[src/verilog/soft_limit_regs.vh]
/*
 * Constants for the software position-limit protection: alarm codes,
 * control mode values, widths and setting sizes.
 * Assumes inclusion by bare name from every design file that needs them.
 */
`ifndef SOFT_LIMIT_REGS_VH
`define SOFT_LIMIT_REGS_VH

`define POS_W 34
`define POS_MSB 33
`define CNT_W 32
`define CNT_MSB 31
`define MARGIN_W 16
`define MODE_W 4
`define ACT_W 2
`define CODE_W 8

`define MODE_POSITION 4'h0
`define MODE_FULL_CLOSED 4'h6

`define CODE_NONE 8'h00
`define CODE_SOFT_LIMIT 8'h22
`define CODE_SCALE_TYPE 8'h5d
`define CODE_MOTOR_MATCH 8'h5f
// generic code for self-diagnosis faults; value is arbitrary
`define CODE_OTHER 8'hff

`define RANGE_BOUND 34'h0_7fff_ffff
`define POS_ZERO 34'h0_0000_0000

`endif
[src/verilog/fault_coder.v]
/*
 * Driver protection code selection for the non-limit faults.
 * Assumes fault inputs are synchronous levels; codes latch until cleared.
 */
`include "soft_limit_regs.vh"

module fault_coder (
   input wire clk_sys_i,
   input wire reset_n_i,
   input wire alarm_clear_i,
   input wire scale_unsupported_i,
   input wire motor_mismatch_i,
   input wire self_diag_fault_i,
   output reg [`CODE_W-1:0] fault_code_o,
   output reg fault_o
);

   function [`CODE_W-1:0] pick_code;
      input scale;
      input motor;
      input diag;
      begin
         if (diag) begin
            pick_code = `CODE_OTHER;
         end else if (motor) begin
            pick_code = `CODE_MOTOR_MATCH;
         end else if (scale) begin
            pick_code = `CODE_SCALE_TYPE;
         end else begin
            pick_code = `CODE_NONE;
         end
      end
   endfunction

   wire any_fault;
   assign any_fault = scale_unsupported_i | motor_mismatch_i |
      self_diag_fault_i;

   // first fault wins; a live fault overrides the clear
   always @(posedge clk_sys_i or negedge reset_n_i) begin
      if (!reset_n_i) begin
         fault_code_o <= `CODE_NONE;
         fault_o <= 1'b0;
      end else if (any_fault && !fault_o) begin
         fault_code_o <= pick_code(scale_unsupported_i, motor_mismatch_i,
            self_diag_fault_i);
         fault_o <= 1'b1;
      end else if (alarm_clear_i && !any_fault) begin
         fault_code_o <= `CODE_NONE;
         fault_o <= 1'b0;
      end
   end

endmodule

[src/verilog/range_tracker.v]
/*
 * Position command input range tracker: keeps the lowest and highest
 * commanded offset from the reference point since the last clearance.
 * Assumes the command delta is applied once per cycle when valid.
 */
`include "soft_limit_regs.vh"

module range_tracker (
   input wire clk_sys_i,
   input wire reset_n_i,
   input wire clear_i,
   input wire cmd_valid_i,
   input wire signed [`CNT_MSB:0] cmd_delta_i,
   output reg signed [`POS_MSB:0] cmd_pos_o,
   output reg signed [`POS_MSB:0] low_o,
   output reg signed [`POS_MSB:0] high_o
);

   wire signed [`POS_MSB:0] next_pos;

   // widened by two bits so an overshoot never wraps
   assign next_pos = cmd_pos_o + {{2{cmd_delta_i[`CNT_MSB]}}, cmd_delta_i};

   always @(posedge clk_sys_i or negedge reset_n_i) begin
      if (!reset_n_i) begin
         cmd_pos_o <= `POS_ZERO;
         low_o <= `POS_ZERO;
         high_o <= `POS_ZERO;
      end else if (clear_i) begin
         cmd_pos_o <= `POS_ZERO;
         low_o <= `POS_ZERO;
         high_o <= `POS_ZERO;
      end else if (cmd_valid_i) begin
         cmd_pos_o <= next_pos;
         if (next_pos < low_o) begin
            low_o <= next_pos;
         end
         if (next_pos > high_o) begin
            high_o <= next_pos;
         end
      end
   end

endmodule

[src/verilog/servo_software_limit_protection.v]
/*
 * Software position-limit protection of a servo driver, plus the
 * scale, motor-match and self-diagnosis protection codes.
 * Assumes all inputs are synchronous to clk_sys_i; motor position and
 * command deltas are signed 32-bit encoder counts.
 */
`include "soft_limit_regs.vh"

module servo_software_limit_protection (
   input wire clk_sys_i,
   input wire reset_n_i,
   input wire servo_on_i,
   input wire [`MODE_W-1:0] control_mode_select_i,
   input wire [`MARGIN_W-1:0] limit_margin_setting_i,
   input wire [`ACT_W-1:0] error_response_action_i,
   input wire trial_run_i,
   input wire freq_measure_i,
   input wire homing_done_i,
   input wire autotune_start_i,
   input wire autotune_end_i,
   input wire cmd_valid_i,
   input wire signed [`CNT_MSB:0] cmd_delta_i,
   input wire signed [`CNT_MSB:0] motor_pos_i,
   input wire alarm_clear_i,
   input wire scale_unsupported_i,
   input wire motor_mismatch_i,
   input wire self_diag_fault_i,
   output reg range_exceeded_alarm_o,
   output reg [`CODE_W-1:0] alarm_code_o,
   output reg alarm_o,
   output reg stop_req_o,
   output reg [`ACT_W-1:0] stop_action_o,
   output reg protect_active_o,
   output reg protect_valid_o
);

   reg armed_q;
   reg invalid_q;
   reg signed [`POS_MSB:0] ref_pos_q;
   reg range_alarm_q;
   reg [`CODE_W-1:0] code_d;

   wire signed [`POS_MSB:0] cmd_pos;
   wire signed [`POS_MSB:0] low;
   wire signed [`POS_MSB:0] high;
   wire [`CODE_W-1:0] fault_code;
   wire fault;

   wire mode_ok;
   wire enabled;
   wire clear_range;
   wire signed [`POS_MSB:0] margin_w;
   wire signed [`POS_MSB:0] motor_w;
   wire signed [`POS_MSB:0] low_lim;
   wire signed [`POS_MSB:0] high_lim;
   wire signed [`POS_MSB:0] span_low;
   wire signed [`POS_MSB:0] span_high;
   wire over_bound;
   wire active;
   wire outside;

   assign mode_ok = (control_mode_select_i == `MODE_POSITION) ||
      (control_mode_select_i == `MODE_FULL_CLOSED);
   assign enabled = servo_on_i && (limit_margin_setting_i != 0);

   // reset covers power-up; these are the other clearing events
   assign clear_range = !enabled || homing_done_i || autotune_start_i ||
      autotune_end_i;

   assign margin_w = {{(`POS_W-`MARGIN_W){1'b0}}, limit_margin_setting_i};
   assign motor_w = {{2{motor_pos_i[`CNT_MSB]}}, motor_pos_i};

   // limits relative to the reference point taken when the range cleared;
   // with no commands low and high stay zero, giving margin either side
   assign low_lim = ref_pos_q + low - margin_w;
   assign high_lim = ref_pos_q + high + margin_w;

   assign span_low = margin_w - low;
   assign span_high = high + margin_w;
   assign over_bound = (span_low > `RANGE_BOUND) ||
      (span_high > `RANGE_BOUND);

   assign active = armed_q && mode_ok && enabled && !invalid_q &&
      !over_bound && !trial_run_i && !freq_measure_i;

   assign outside = (motor_w < low_lim) || (motor_w > high_lim);

   range_tracker u_range (
      .clk_sys_i(clk_sys_i),
      .reset_n_i(reset_n_i),
      .clear_i(clear_range),
      .cmd_valid_i(cmd_valid_i && enabled),
      .cmd_delta_i(cmd_delta_i),
      .cmd_pos_o(cmd_pos),
      .low_o(low),
      .high_o(high)
   );

   fault_coder u_faults (
      .clk_sys_i(clk_sys_i),
      .reset_n_i(reset_n_i),
      .alarm_clear_i(alarm_clear_i),
      .scale_unsupported_i(scale_unsupported_i),
      .motor_mismatch_i(motor_mismatch_i),
      .self_diag_fault_i(self_diag_fault_i),
      .fault_code_o(fault_code),
      .fault_o(fault)
   );

   // reference point captured while the range is cleared, so an idle
   // servo-on window centres on the present motor position
   always @(posedge clk_sys_i or negedge reset_n_i) begin
      if (!reset_n_i) begin
         ref_pos_q <= `POS_ZERO;
         armed_q <= 1'b0;
         invalid_q <= 1'b0;
      end else if (clear_range) begin
         ref_pos_q <= motor_w;
         armed_q <= 1'b0;
         invalid_q <= 1'b0;
      end else begin
         armed_q <= 1'b1;
         if (over_bound) begin
            invalid_q <= 1'b1;
         end
      end
   end

   // trip latches until software clears; a new trip beats the clear
   always @(posedge clk_sys_i or negedge reset_n_i) begin
      if (!reset_n_i) begin
         range_alarm_q <= 1'b0;
      end else if (active && outside) begin
         range_alarm_q <= 1'b1;
      end else if (alarm_clear_i) begin
         range_alarm_q <= 1'b0;
      end
   end

   always @* begin
      code_d = fault_code;
      if (range_alarm_q && !fault) begin
         code_d = `CODE_SOFT_LIMIT;
      end
   end

   always @(posedge clk_sys_i or negedge reset_n_i) begin
      if (!reset_n_i) begin
         range_exceeded_alarm_o <= 1'b0;
         alarm_code_o <= `CODE_NONE;
         alarm_o <= 1'b0;
         stop_req_o <= 1'b0;
         stop_action_o <= {`ACT_W{1'b0}};
         protect_active_o <= 1'b0;
         protect_valid_o <= 1'b0;
      end else begin
         range_exceeded_alarm_o <= range_alarm_q;
         alarm_code_o <= code_d;
         alarm_o <= range_alarm_q || fault;
         stop_req_o <= range_alarm_q || fault;
         if (!(range_alarm_q || fault)) begin
            // action frozen at the trip so the stop cannot change mid-way
            stop_action_o <= error_response_action_i;
         end
         protect_active_o <= active;
         protect_valid_o <= !invalid_q && !over_bound;
      end
   end

endmodule

[config.mk]
export PLATFORM = sky130hd
export DESIGN_NAME = servo_software_limit_protection
export DESIGN_NICKNAME = d
export VERILOG_FILES = /design/src/verilog/fault_coder.v /design/src/verilog/range_tracker.v /design/src/verilog/servo_software_limit_protection.v
export VERILOG_INCLUDE_DIRS = /design/src /design/src/verilog
export SDC_FILE = /design/constraint.sdc
export NUM_CORES = 1
export LEC_CHECK = 0
export ABC_AREA = 1
export BUFFER_PORTS_ARGS = -buffer_cell sky130_fd_sc_hd__buf_4
export CAP_MARGIN = 20
export CORE_ASPECT_RATIO = 0.8
export CORE_MARGIN = 8
export CORE_UTILIZATION = 35
export DETAILED_ROUTE_END_ITERATION = 12
export PLACE_DENSITY = 0.49
export SKIP_CTS_REPAIR_TIMING = 1
export SYNTH_ARGS = -nofsm -noshare
export SYNTH_HDL_FRONTEND = slang
export SYNTH_SLANG_ARGS = --single-unit
[constraint.sdc]
create_clock -name clk_sys_i -period 5.28 [get_ports clk_sys_i]
set_input_delay 1.584 -clock clk_sys_i [delete_from_list [all_inputs] [get_ports clk_sys_i]]
set_output_delay 1.584 -clock clk_sys_i [all_outputs]
set_load 0.02 [all_outputs]
==> flow_metrics.py <==
metrics = {
    "detailed_routing": {
        "drt_iter0_markers": 1729,
        "top_layer": "met4",
        "routed-wl-met2_mm": 28.7,
        "antenna_left": 0,
        "via_count": 19000,
        "drt-met1-wl_mm": 35.3,
        "drtPass1Iterations": 5,
        "dr_wl_met3_mm": 4.80,
        "wl_per_cell_um": 18.5,
        "wl_mm": 69.6,
        "drc_errors": 0,
        "vias_per_cell": 5.05,
    },
    "pwr": {
        "p_leak_nw": 12.5,
        "power_per_cell_area_mw_per_mm2": 203,
        "vdd_drop_max_mv": 0.222,
    },
    "clocking": {
        "cts.htree.levels": 4,
        "cts_tree": "done",
        "root_buffer": "clkbuf_16",
        "cts_buffers": 17,
        "path_clk_slew_ns": 0.07,
        "clk_latency_ns": 0.45,
        "clk_path_buf_depth": 2,
        "clock_sink_count": 151,
    },
    "synthesis": {
        "synth-warning-count": 0,
        "synth_area_leaders": "dfrtp_1 20%, ha_1 20%, nand2_1 14%",
        "synth_nets": 3123,
        "synth_edf_count": 0,
        "yosys_register_bits": 151,
        "syn_area_per_cell_um2": 6.90,
        "syn_inst": 2689,
        "synth_cell_types": 53,
        "ys_dominant_reg_cell": "dfrtp_1",
        "synth_seq_area_share": 0.204,
        "netlist.area_leader.share": 0.204,
        "synth_largest_area_cell": "dfrtp_1",
        "syn_area_mm2": 0.0185,
        "synthArstFlopShare": 1.00,
    },
    "layout": {
        "drive_above_1_share": 0.176,
        "fillCellCount": 5523,
        "final_common_cell": "nand2_1",
        "utilization": 0.441,
        "insertedDiodeCount": 0,
        "fin_nets": 3500,
        "area_growth_pct": 24.4,
        "final_cell_mix": "709 x nand2_1, 396 x inv_1, 394 x buf_4",
    },
    "sta": {
        "final.period_utilization": 0.968,
        "relSlewSlack": 0.333,
        "tns_ns": 0,
        "tightest_slew_ns": 1.00,
        "rsz0062_at_grt": "yes",
        "finClkSkew_ns": 0.0120,
        "max_freq_mhz": 196,
        "whs_ns": 0.459,
        "fin_crit_ns": 5.11,
        "slew_violations": 0,
        "setup_viol": 0,
        "hold_viol_final": 0,
    },
    "place": {
        "gp_congestion": 0.958,
        "io_buffers": 113,
        "dp_hpwl_mm": 58.8,
    },
    "critical_path": {
        "cp_max_fo": 3,
        "critical_path_required_ns": 5.61,
        "crit_path_start": "limit_margin_setting_i[2]",
        "path_class": "input pin to register",
        "reg2reg_depth": 23,
        "regToRegStartpoint": "u_range.low_o[31]",
        "worst_setup_path_start_kind": "input pin",
        "cp_data_arrival_time_ns": 5.44,
        "rrSetupSlack_ns": 0.95,
        "end_kind": "register",
        "worstReg2RegEnd": "range_alarm_q",
    },
    "die": {
        "die_width_um": 273,
        "io_pins": 114,
        "core_area_mm2": 0.0524,
        "rows": 75,
        "die_h_um": 222,
        "start_util": 0.354,
        "die_area_mm2": 0.0607,
    },
    "global_route": {
        "grt.total_usage": 0.223,
        "grt_start_max_net_pins": 94,
        "grt_first_pass_wirelength_mm": 105,
        "grt.overflow.total": 0,
        "grt_pass1_vias": 17700,
        "antenna_found_initial": 0,
    },
    "worst_hold_path": {
        "hold_path_depth": 2,
        "holdPathEnd": "alarm_code_o[1]",
        "min_path_type": "register to register",
        "hp-start": "u_faults.fault_code_o[1]",
    },
    "run": {
        "drv_cap": 0,
    },
    "run_status": {
        "outcome": "finished, final reports clean",
    },
}
final cells by class:
class / count / area (um^2) / area share
clock buffers: 18 / 429 / 0.0186
clock inverters: 14 / 135 / 0.00586
inverters: 403 / 1520 / 0.0657
multi-input cells: 2088 / 13200 / 0.571
flip-flops and latches: 151 / 3780 / 0.164
well taps: 693 / 867 / 0.0376
repair buffers: 405 / 3170 / 0.137
per-stage QoR:
step	setup slack [ns]	instance area [um^2]	power (mW)	std cells
after floorplan	0.278	18500	2.47	2689
after global placement	-0.480	22200	3.35	3732
after detailed placement	-0.450	22200	3.38	3732
after CTS	0.0166	22800	4.64	3764
after global routing	-0.0612	23100	5.02	3772
final	0.171	23100	4.67	3772
state kept, by name (all words and copies together), names as in the netlist:
signal / count
stop_action_o: 2
alarm_code_o: 4
range_alarm_q: 1
range_exceeded_alarm_o: 1
u_faults.fault_code_o: 3
protect_valid_o: 1
u_range.low_o: 34
ref_pos_q: 32
stop_req_o: 1
u_range.cmd_pos_o: 34
u_faults.fault_o: 1
u_range.high_o: 34
armed_q: 1
invalid_q: 1
protect_active_o: 1
cell usage after synthesis (all sizes together), types with 5 or more instances:
master	count
nand2	753
inv	403
ha	299
a21oi	202
nor2	182
o21ai	160
dfrtp	151
nand3	144
nand4	68
xor2	55
nor3	45
fa	36
buf	31
xnor2	30
nand3b	23
o21bai	20
clkbuf	16
a21o	14
a21boi	11
nor4	10
o211ai	9
and2	5
worst max-delay path, stage by stage:
cell,delay (ns)
buf_4,0.12
buf_4,0.13
fa_1,0.52
inv_1,0.06
ha_4,0.24
buf_4,0.14
nand3_1,0.07
nand2_1,0.09
a21oi_2,0.17
o211ai_1,0.22
buf_4,0.20
buf_4,0.12
xor2_1,0.14
ha_1,0.29
nand2_1,0.06
nor2_2,0.15
nand4_1,0.28
nor2_1,0.21
buf_4,0.12
o211ai_1,0.10
nand3_1,0.11
nand2_1,0.05
nand2_1,0.05
nand2_1,0.06
nand4_1,0.09
nand2_1,0.05
report_power, final:
group / leakage (nW) / internal, mW / switching, mW
registers: 2.01 / 1.20 / 0.0330
clock network: 0.271 / 0.625 / 0.619
logic: 10.3 / 0.933 / 1.27
total: 12.5 / 2.76 / 1.92
cell families after synthesis:
logic type / Yosys count / synth area share
compound gates: 433 / 0.130
xor+xnor: 85 / 0.0410
fa+ha+maj: 335 / 0.241
buf+inv: 450 / 0.0967
flops: 151 / 0.204
simple gates: 1235 / 0.288
worst max-delay path by stage:
| stage | endpoint | slack (ns) | cells past startpoint |
|---|---|---|---|
| 3_5_place_dp | range_alarm_q | -0.45 | 24 |
| 4_1_cts | range_alarm_q | 0.02 | 26 |
| 5_1_grt | range_alarm_q | -0.06 | 27 |
| 3_3_place_gp | range_alarm_q | -0.48 | 24 |
| 6_report | range_alarm_q | 0.17 | 26 |
| 2_1_floorplan | range_alarm_q | 0.28 | 25 |
routing by layer:
layer	vias up	global-route usage
met2	536	0.317
met5	-	0
met4	0	0.0369
met1	8854	0.342
met3	48	0.0468
li1	9607	-
Note: power is estimated with default switching activity, not from simulation.
